`src/logic/oic_pkg.sv`:
```
// Package of constants for the output interface configuration registers
package oic_pkg;
  // ==========================================================================
  // Frame layout
  localparam int unsigned FRAME_BITS     = 24;
  localparam int unsigned ADDR_BITS      = 12;
  localparam int unsigned DATA_BITS      = 8;
  localparam int unsigned RW_BIT         = 23;
  // ==========================================================================
  // Register offsets
  localparam logic [11:0] SOFT_RESET_OFS = 12'h000;
  localparam logic [11:0] OUT_IF_OFS     = 12'h007;
  localparam logic [11:0] PWR_DOWN_OFS   = 12'h008;
  localparam logic [11:0] FUSE_LOAD_OFS  = 12'h013;
  // ==========================================================================
  // Field positions
  localparam int unsigned RESET_BIT      = 0;
  localparam int unsigned FUSE_LOAD_BIT  = 0;
  localparam int unsigned MAP_HI         = 7;
  localparam int unsigned MAP_LO         = 5;
  localparam int unsigned OVR_EN_BIT     = 3;
  localparam int unsigned SEL_HI         = 2;
  localparam int unsigned SEL_LO         = 0;
  localparam int unsigned PD_GLOBAL_BIT  = 0;
  localparam int unsigned PD_CHAN_BIT    = 2;
  localparam int unsigned PD_REFAMP_BIT  = 4;
  localparam int unsigned PD_CLKBUF_BIT  = 5;
  // ==========================================================================
  // Reset values and power-down write mask
  localparam logic [7:0] OUT_IF_RST      = 8'h00;
  localparam logic [7:0] PWR_DOWN_RST    = 8'h02;
  localparam logic [7:0] PWR_DOWN_WMASK  = 8'h35;
  // ==========================================================================
  // Format select codes
  localparam logic [2:0] FMT_SDR         = 3'h0;
  localparam logic [2:0] FMT_DDR         = 3'h1;
  localparam logic [2:0] FMT_TWO_WIRE    = 3'h3;
  localparam logic [2:0] FMT_ONE_WIRE    = 3'h4;
  localparam logic [2:0] FMT_HALF_WIRE   = 3'h5;
  // Lane mapping codes
  localparam logic [2:0] MAP_TWO_18      = 3'h1;
  localparam logic [2:0] MAP_TWO_16      = 3'h2;
  localparam logic [2:0] MAP_ONE         = 3'h3;
  localparam logic [2:0] MAP_HALF        = 3'h4;
  localparam logic [2:0] MAP_DDR         = 3'h5;
  localparam logic [2:0] MAP_SDR         = 3'h6;
endpackage : oic_pkg

```
`src/logic/oic_regs.sv`:
```
// Output interface configuration register bank behind a 24-bit serial port
//
// Operation
// RQ1 - Writing one to soft-reset bit 0 restores all defaults, bit self-clears; code keeps the latched lane mapping.
// RQ2 - Lane mapping lives in bits 7:5 with codes 001 through 110.
// RQ3 - A new lane mapping applies only after the fuse load command.
// RQ4 - Host writes output interface and fuse load before other writes.
// RQ5 - After reset the fuse default interface loads automatically.
// RQ6 - Mapping and format read zero until written over the serial port.
// RQ7 - Override enable bit 3 lets format select replace fuse default.
// RQ8 - Format codes: SDR, DDR, two-wire, one-wire, half-wire; others unused.
// RQ9 - Format select acts only while override enable is set.
// RQ10 - Bits shift in while select low; update on each 24th rising edge.
// RQ11 - Global power-down bit 0 powers down the masked internal blocks.
// RQ12 - Channel power-down bit 2 powers down the channel when set.
// RQ13 - Host writes zero to reserved bits and avoids unused codes.
`timescale 1ns/10ps
`default_nettype none
module oic_regs
  import oic_pkg::*;
(
  // Clock and reset
  input  wire logic       mclk,
  input  wire logic       rst,
  // Serial port, sampled synchronously
  input  wire logic       serial_select_n,
  input  wire logic       sclk,
  input  wire logic       sdio_in,
  output logic            sdio_out,
  output logic            sdio_oe,
  // Fuse defaults
  input  wire logic [2:0] fuse_format,
  input  wire logic [2:0] fuse_mapping,
  input  wire logic [2:0] powerdown_mask,
  // Effective configuration
  output logic [2:0]      active_format,
  output logic [2:0]      active_mapping,
  output logic            global_powerdown,
  output logic            channel_powerdown,
  output logic            clock_buffer_powerdown,
  output logic            reference_amp_powerdown,
  output logic            pd_clkbuf_blk,
  output logic            pd_refamp_blk,
  output logic            pd_bandgap_blk,
  output logic            pd_channel_blk
);

  // ==========================================================================
  // Serial frame capture
  logic [4:0]  bit_cnt;
  logic [23:0] shreg;
  logic        sclk_d;
  logic        rd_mode;
  logic [7:0]  rd_shift;
  logic        fuse_pend;
  logic        written;
  logic [7:0]  out_if;
  logic [7:0]  pwr_down;
  logic [2:0]  fuse_fmt_q;
  logic [2:0]  map_q;

  wire         rise       = sclk & ~sclk_d;
  wire         fall       = ~sclk & sclk_d;
  wire         active     = ~serial_select_n;
  wire [23:0]  next_shreg = {shreg[22:0], sdio_in};
  wire         word_done  = active & rise & (bit_cnt == 5'(FRAME_BITS - 1)); // RQ10
  wire [11:0]  w_addr     = next_shreg[19:8];
  wire         w_is_wr    = ~next_shreg[RW_BIT];
  wire         wr_en      = word_done & w_is_wr & ~rd_mode;
  wire         soft_rst   = wr_en & (w_addr == SOFT_RESET_OFS)
                            & next_shreg[RESET_BIT]; // RQ1
  wire         fuse_cmd   = wr_en & (w_addr == FUSE_LOAD_OFS)
                            & next_shreg[FUSE_LOAD_BIT]; // RQ3
  wire         any_rst    = rst | soft_rst;
  // Read address known once 16 header bits are in
  wire         hdr_done   = active & rise & (bit_cnt == 5'(FRAME_BITS - DATA_BITS - 1));
  wire [11:0]  r_addr     = next_shreg[11:0];
  wire         r_req      = hdr_done & next_shreg[15];

  function automatic logic [7:0] rd_mux(input logic [11:0] a);
    unique case (a)
      OUT_IF_OFS:   rd_mux = written ? out_if : OUT_IF_RST; // RQ6
      PWR_DOWN_OFS: rd_mux = pwr_down;
      default:      rd_mux = 8'h00;
    endcase
  endfunction : rd_mux

  always_ff @(posedge mclk) begin
    if (rst) begin
      // Track the pin through reset so no false edge follows release
      sclk_d  <= sclk;
      bit_cnt <= '0;
      shreg   <= '0;
      rd_mode <= 1'b0;
    end else begin
      sclk_d <= sclk;
      if (!active) begin
        bit_cnt <= '0;
        rd_mode <= 1'b0;
      end else if (rise) begin
        shreg   <= next_shreg;
        bit_cnt <= word_done ? 5'h00 : bit_cnt + 5'h01;
        if (r_req)
          rd_mode <= 1'b1;
      end
    end
  end

  // ==========================================================================
  // Readback, launched on falling serial clock
  always_ff @(posedge mclk) begin
    if (rst) begin
      rd_shift <= '0;
      sdio_out <= 1'b0;
      sdio_oe  <= 1'b0;
    end else if (!active) begin
      sdio_oe <= 1'b0;
    end else if (r_req) begin
      rd_shift <= rd_mux(r_addr);
    end else if (fall && rd_mode && bit_cnt >= 5'(FRAME_BITS - DATA_BITS)) begin
      sdio_out <= rd_shift[7];
      sdio_oe  <= 1'b1;
      rd_shift <= {rd_shift[6:0], 1'b0};
    end
  end

  // ==========================================================================
  // Registers
  always_ff @(posedge mclk) begin
    if (any_rst || fuse_cmd) begin // RQ1
      out_if   <= OUT_IF_RST;
      pwr_down <= PWR_DOWN_RST;
      written  <= 1'b0;
    end else if (wr_en && w_addr == OUT_IF_OFS) begin
      out_if  <= next_shreg[7:0];
      written <= 1'b1; // RQ6
    end else if (wr_en && w_addr == PWR_DOWN_OFS) begin
      // Reserved bits kept at their fixed values
      pwr_down <= (next_shreg[7:0] & PWR_DOWN_WMASK) | PWR_DOWN_RST;
    end
  end

  // Fuse load at reset release and on command; mapping latched then
  always_ff @(posedge mclk) begin
    if (rst) begin
      fuse_pend  <= 1'b1;
      fuse_fmt_q <= FMT_SDR;
      map_q      <= MAP_SDR;
    end else if (fuse_pend) begin // RQ5
      fuse_pend  <= 1'b0;
      fuse_fmt_q <= fuse_format;
      map_q      <= fuse_mapping;
    end else if (fuse_cmd) begin // RQ3
      fuse_fmt_q <= fuse_format;
      map_q      <= written ? out_if[MAP_HI:MAP_LO] : fuse_mapping; // RQ2
    end
  end

  // ==========================================================================
  // Effective outputs
  // Override field picks the format, else the fuse default
  wire ovr_en = out_if[OVR_EN_BIT];
  assign active_format  = ovr_en ? out_if[SEL_HI:SEL_LO] : fuse_fmt_q; // RQ7 RQ9 RQ8
  assign active_mapping = map_q;
  assign global_powerdown        = pwr_down[PD_GLOBAL_BIT];
  assign channel_powerdown       = pwr_down[PD_CHAN_BIT];
  assign clock_buffer_powerdown  = pwr_down[PD_CLKBUF_BIT];
  assign reference_amp_powerdown = pwr_down[PD_REFAMP_BIT];
  assign pd_clkbuf_blk  = clock_buffer_powerdown | (global_powerdown & powerdown_mask[2]); // RQ11
  assign pd_refamp_blk  = reference_amp_powerdown | (global_powerdown & powerdown_mask[1]);
  assign pd_bandgap_blk = global_powerdown & powerdown_mask[0];
  assign pd_channel_blk = channel_powerdown | global_powerdown; // RQ12

  // ==========================================================================
  // Checks
  // Register path
  soft_reset_clr_a: assert property (@(posedge mclk) disable iff (rst) // RQ1
    soft_rst |=> out_if == OUT_IF_RST && pwr_down == PWR_DOWN_RST)
    else $error("soft reset did not restore defaults");
  soft_self_clr_a: assert property (@(posedge mclk) disable iff (rst) // RQ1
    r_req && r_addr == SOFT_RESET_OFS |=> rd_shift == 8'h00)
    else $error("soft reset bit did not read back zero");
  fmt_override_a: assert property (@(posedge mclk) disable iff (rst) // RQ9
    wr_en && w_addr == OUT_IF_OFS && !next_shreg[OVR_EN_BIT]
    |=> active_format == $past(fuse_fmt_q))
    else $error("format changed without override");
  fmt_select_a: assert property (@(posedge mclk) disable iff (rst) // RQ7
    wr_en && w_addr == OUT_IF_OFS && next_shreg[OVR_EN_BIT]
    |=> active_format == $past(next_shreg[SEL_HI:SEL_LO]))
    else $error("override not applied");
  map_hold_a: assert property (@(posedge mclk) disable iff (rst) // RQ3
    !fuse_cmd && !fuse_pend |=> $stable(map_q))
    else $error("mapping changed without fuse load");
  fuse_boot_a: assert property (@(posedge mclk) // RQ5
    $fell(rst) |-> fuse_pend ##1 !fuse_pend)
    else $error("fuse default not loaded after reset");
  boot_values_a: assert property (@(posedge mclk) disable iff (rst) // RQ5
    fuse_pend |=> map_q == $past(fuse_mapping) && fuse_fmt_q == $past(fuse_format))
    else $error("fuse defaults not captured");
  read_zero_a: assert property (@(posedge mclk) disable iff (rst) // RQ6
    r_req && r_addr == OUT_IF_OFS && !written |=> rd_shift == 8'h00)
    else $error("unwritten register read nonzero");
  // Serial port, power-down and lane mapping
  word_cnt_a: assert property (@(posedge mclk) disable iff (rst) // RQ10
    word_done |=> bit_cnt == 5'h00)
    else $error("frame counter not reset at 24th edge");
  read_no_wr_a: assert property (@(posedge mclk) disable iff (rst) // RQ10
    word_done && rd_mode |=> $stable(out_if) && $stable(pwr_down))
    else $error("write taken during read frame");
  oe_release_a: assert property (@(posedge mclk) disable iff (rst) // RQ10
    !active |=> !sdio_oe)
    else $error("data line driven while deselected");
  chan_pd_a: assert property (@(posedge mclk) disable iff (rst) // RQ12
    pwr_down[PD_CHAN_BIT] |-> pd_channel_blk)
    else $error("channel not powered down");
  glob_pd_a: assert property (@(posedge mclk) disable iff (rst) // RQ11
    global_powerdown && powerdown_mask[0] |-> pd_bandgap_blk)
    else $error("masked block not powered down");
  map_field_a: assert property (@(posedge mclk) disable iff (rst) // RQ2
    fuse_cmd && written |=> map_q == $past(out_if[MAP_HI:MAP_LO]))
    else $error("written mapping not applied on fuse load");

endmodule : oic_regs
`default_nettype wire

```
`config.mk`:
```
export PLATFORM = sky130hd
export DESIGN_NAME = oic_regs
export DESIGN_NICKNAME = d
export VERILOG_FILES = /design/src/logic/oic_pkg.sv /design/src/logic/oic_regs.sv
export SDC_FILE = /design/constraint.sdc
export NUM_CORES = 1
export LEC_CHECK = 0
export BUFFER_PORTS_ARGS = -buffer_cell sky130_fd_sc_hd__buf_2
export CAP_MARGIN = 30
export CORE_UTILIZATION = 33
export CTS_CLUSTER_SIZE = 25
export DETAILED_ROUTE_END_ITERATION = 8
export GPL_TIMING_DRIVEN = 0
export PLACE_DENSITY = 0.52
export SYNTH_ARGS = -nofsm -noshare
export SYNTH_HDL_FRONTEND = slang
export SYNTH_SLANG_ARGS = --single-unit
```
`constraint.sdc`:
```
create_clock -name mclk -period 5 [get_ports mclk]
set_clock_uncertainty 0.2 [all_clocks]
set_input_delay 0.5 -clock mclk [delete_from_list [all_inputs] [get_ports mclk]]
set_output_delay 0.5 -clock mclk [all_outputs]
set_load 0.005 [all_outputs]
```
==> flow_summary.toml <==
[die]
ios = 30
core_area_mm2 = 0.00785
placement_rows = 32
die_y_um = 92.5
floorplan.initialDensity_pct = 34.5
dieWidth_um = 92.5
die_outline_area_mm2 = 0.00856

[placed_design]
gp_congestion = 0.740
number_of_i_o_port_buffers = 28
pre_cts_ws_ns = 2.62
detailed_place_hpwl_um = 4670

[worst_setup_path]
critPathMaxStageDelay_ns = 0.44
timing_worst_setup_path_type = "flip-flop to flip-flop"
depth_of_the_worst_register_to_register_path = 6
r2r-end = "active_mapping[0]"
crit_slowest_cell = "a31oi_2"
r2r_start = "bit_cnt[0]"
critical_path.max_fanout = 6
critical_path.cell_chain = "ha_1 -> and4b_1 -> and3_1 -> clkbuf_2 -> a31oi_2 -> mux2_2"
cp-end-kind = "flip-flop"
worst_setup_path_start_kind = "flip-flop"
required_ns = 5.03
regToRegSetupSlack_ns = 2.75
critPathArrivalTime_ns = 2.29

[clocking]
cts-hold-fix-buffers = 0
cts_resized = 0
cts-root-to-sink-buffers = 2
tritoncts = "built"
cts_inserted_buffers = 9
clock_tree_sinks = 60
clock_tree.root_cell = "clkbuf_8"
h-tree-depth = 3
worstSkewPairLatency_ns = 0.34
cts.reportedPaths.clkPinSlew_ns = 0.07
post-cts-setup-buffers = 0

[synth]
synth_cells = 323
asyncSetResetFlopFracSynth_pct = 0
synth_compound_area_share_pct = 18.4
yosys-top-cells-area = "dfxtp_1, a21oi_1, nand2_1"
synth.mux.area_fraction_pct = 4.72
synth-xor-area-share_pct = 0.648
synthSimpleGateAreaFrac_pct = 27.3
synth-main-ff-cell = "dfxtp_1"
mappedNetlistArea_mm2 = 0.00271
synth.distinct_cells = 43
synth_top_family_by_area = "simple AND/OR/NAND/NOR gates"
netlist.top_cell.by_area = "dfxtp_1"
synth-seq-area-share_pct = 44.4
synth.net_count = 339
synth_adder_area_share_pct = 0.925
synth_largest_type_area_fraction_pct = 44.4
synth_warnings = 0
synthesis.area_per_instance_um2 = 8.37
postSynthRegisterBits = 60
synth_edf_count = 0

[min_path]
hold_path_origin = "rst"
min-delay-path-class = "input pin to flip-flop"
whs_path_depth = 1
hold_end = "fuse_pend"

[sta]
max_slew.worst_pin.slew_ns = 0.835
fmax_ghz = 0.444
layout_setup_ws_ns = 2.75
hold_violation_total_from_the_final_report = 0
slew_violations = 0
setup_repair_after_global_routing_missed_its_margin = "false"
min_period_ns = 2.25
min_period_over_period_pct = 45.1
setup_viol_count_final = 0
setup_total_negative_slack_ns = 0
slew_headroom_pct = 43.6

[global_route]
grt_overflow_total = 0
global_route_wire_length_before_repair_um = 10700
globalRouteTotalUtil_pct = 16.1
number_of_global_route_vias_before_repair = 2216
grt_max_degree = 12
grt_antenna_before_repair = 0

[flow_run]
cap_viol_max_count = 0

[power]
ir_drop_v = 0.000239
power_density_mw_per_mm2 = 315
p_total_mw = 1.01
power_leakage_nw = 1.14

[routing]
residual_drc_count = 0
vias = 2353
drtIter0Drc = 82
final_antenna_net_count = 0
routed_wl_um = 6380
routed_length_per_instance_um = 13.6
route.detailed.vias_per_inst = 5.02
detail_route.first_pass.iterations = 4

[finish]
fraction_of_layout_instances_using_a_drive_strength_above_1_pct = 17.4
numnets_final = 378
area.growth.synth_to_final_pct = 17.9
antenna_cells_inserted = 0
final.fill_count = 844

[status]
run_status = "complete, no violations"
-- metal layers --
metal	global-route usage [%]	part of all wire, %
met4	5.86	1.4
met5	0	0
met3	4.27	3.4
met2	25.9	46
met1	20.6	49
-- critical path: cells and delay by family (launching register included) --
kind	cells	cell delay, ns
AO/OA/AOI/OAI	1	0.44
multiplexers	1	0.39
adder cells (fa/ha/maj)	1	0.23
flip-flops	1	0.33
AND/OR/NAND/NOR	2	0.39
buffers and inverters	1	0.15
-- state kept, by name (all words and copies together) (netlist names) --
signal	count
pwr_down	4
rd_mode	1
rd_shift	8
sdio_out	1
out_if	8
bit_cnt	5
shreg	23
sdio_oe	1
sclk_d	1
written	1
fuse_pend	1
fuse_fmt_q	3
active_mapping	3
-- cell type report --
cell class	instances	area (um^2)	share of cell area (%)
clock inverters	6	88.8	2.79
clock buffers	10	128	4.00
well taps	102	128	4.00
plain buffers	22	87.6	2.75
inverters	3	11.3	0.353
flip-flops and latches	60	1200	37.7
repair buffers	28	140	4.39
multi-input cells	238	1410	44.1
-- logic make-up after synthesis --
| family | count (synthesis) |
|---|---|
| fa+ha+maj | 2 |
| xor+xnor | 2 |
| compound gates | 87 |
| flops | 60 |
| buf+inv | 25 |
| mux | 12 |
| simple gates | 135 |
-- layout by cell type (no fill, tap or decap), types with 2 or more instances in the layout --
master,instances
a21o_1,2
mux2_2,6
nand3_1,18
and2_1,3
nand4b_1,2
nand2b_1,8
or3_1,3
xor2_1,2
or4_1,4
nor4_4,2
a32o_1,4
bufinv_16,2
o21ai_0,12
and3_1,3
nor3_1,2
buf_2,31
a21oi_1,50
clkbuf_8,9
ha_1,2
nor2_1,11
o21a_1,7
dfxtp_1,60
clkinvlp_4,2
mux2i_1,6
clkbuf_1,19
inv_1,3
nor3b_1,7
nor2b_1,2
or2_2,3
nand2_1,56
and4b_1,2
o21ai_1,8
-- worst max-delay path by stage --
stage | startpoint | endpoint | slack (ns)
floorplan | serial_select_n | active_mapping[0] | 2.92
global placement | sdio_in | rd_shift[4] | 2.59
detailed placement | sdio_in | rd_shift[4] | 2.62
CTS | bit_cnt[0] | active_mapping[0] | 2.73
global route | bit_cnt[0] | active_mapping[0] | 2.63
finish | bit_cnt[0] | active_mapping[0] | 2.75
-- where the power goes --
group / total [mW] / switching (mW) / internal [mW]
Combinational: 0.0431 / 0.0262 / 0.0169
Clock: 0.477 / 0.197 / 0.280
Sequential: 0.485 / 0.00307 / 0.482
Total: 1.01 / 0.226 / 0.780
-- metrics by stage --
step,area [um^2],util [%],hold WS (ns),cells
after CTS,3190,40.6,0.0611,469
after global placement,2970,37.9,0.232,453
after global routing,3190,40.6,0.0656,469
after detailed placement,2970,37.9,0.235,453
after floorplan,2710,-,0.232,323
final,3190,40.6,0.0745,469
-- synth_stat cells, types with 2 or more instances --
master and number:
a21o_1 2, a21oi_1 50, a32o_1 4, and2_1 3, and3_1 3, and4b_1 2, buf_2 3, clkbuf_1 18
dfxtp_1 60, ha_1 2, inv_1 3, mux2_2 6, mux2i_1 6, nand2_1 56, nand2b_1 8, nand3_1 18
nand4b_1 2, nor2_1 11, nor2b_1 2, nor3_1 2, nor3b_1 7, nor4_4 2, o21a_1 7, o21ai_0 12
o21ai_1 8, or2_2 3, or3_1 3, or4_1 4, xor2_1 2
(Power assumes the default switching activity.)
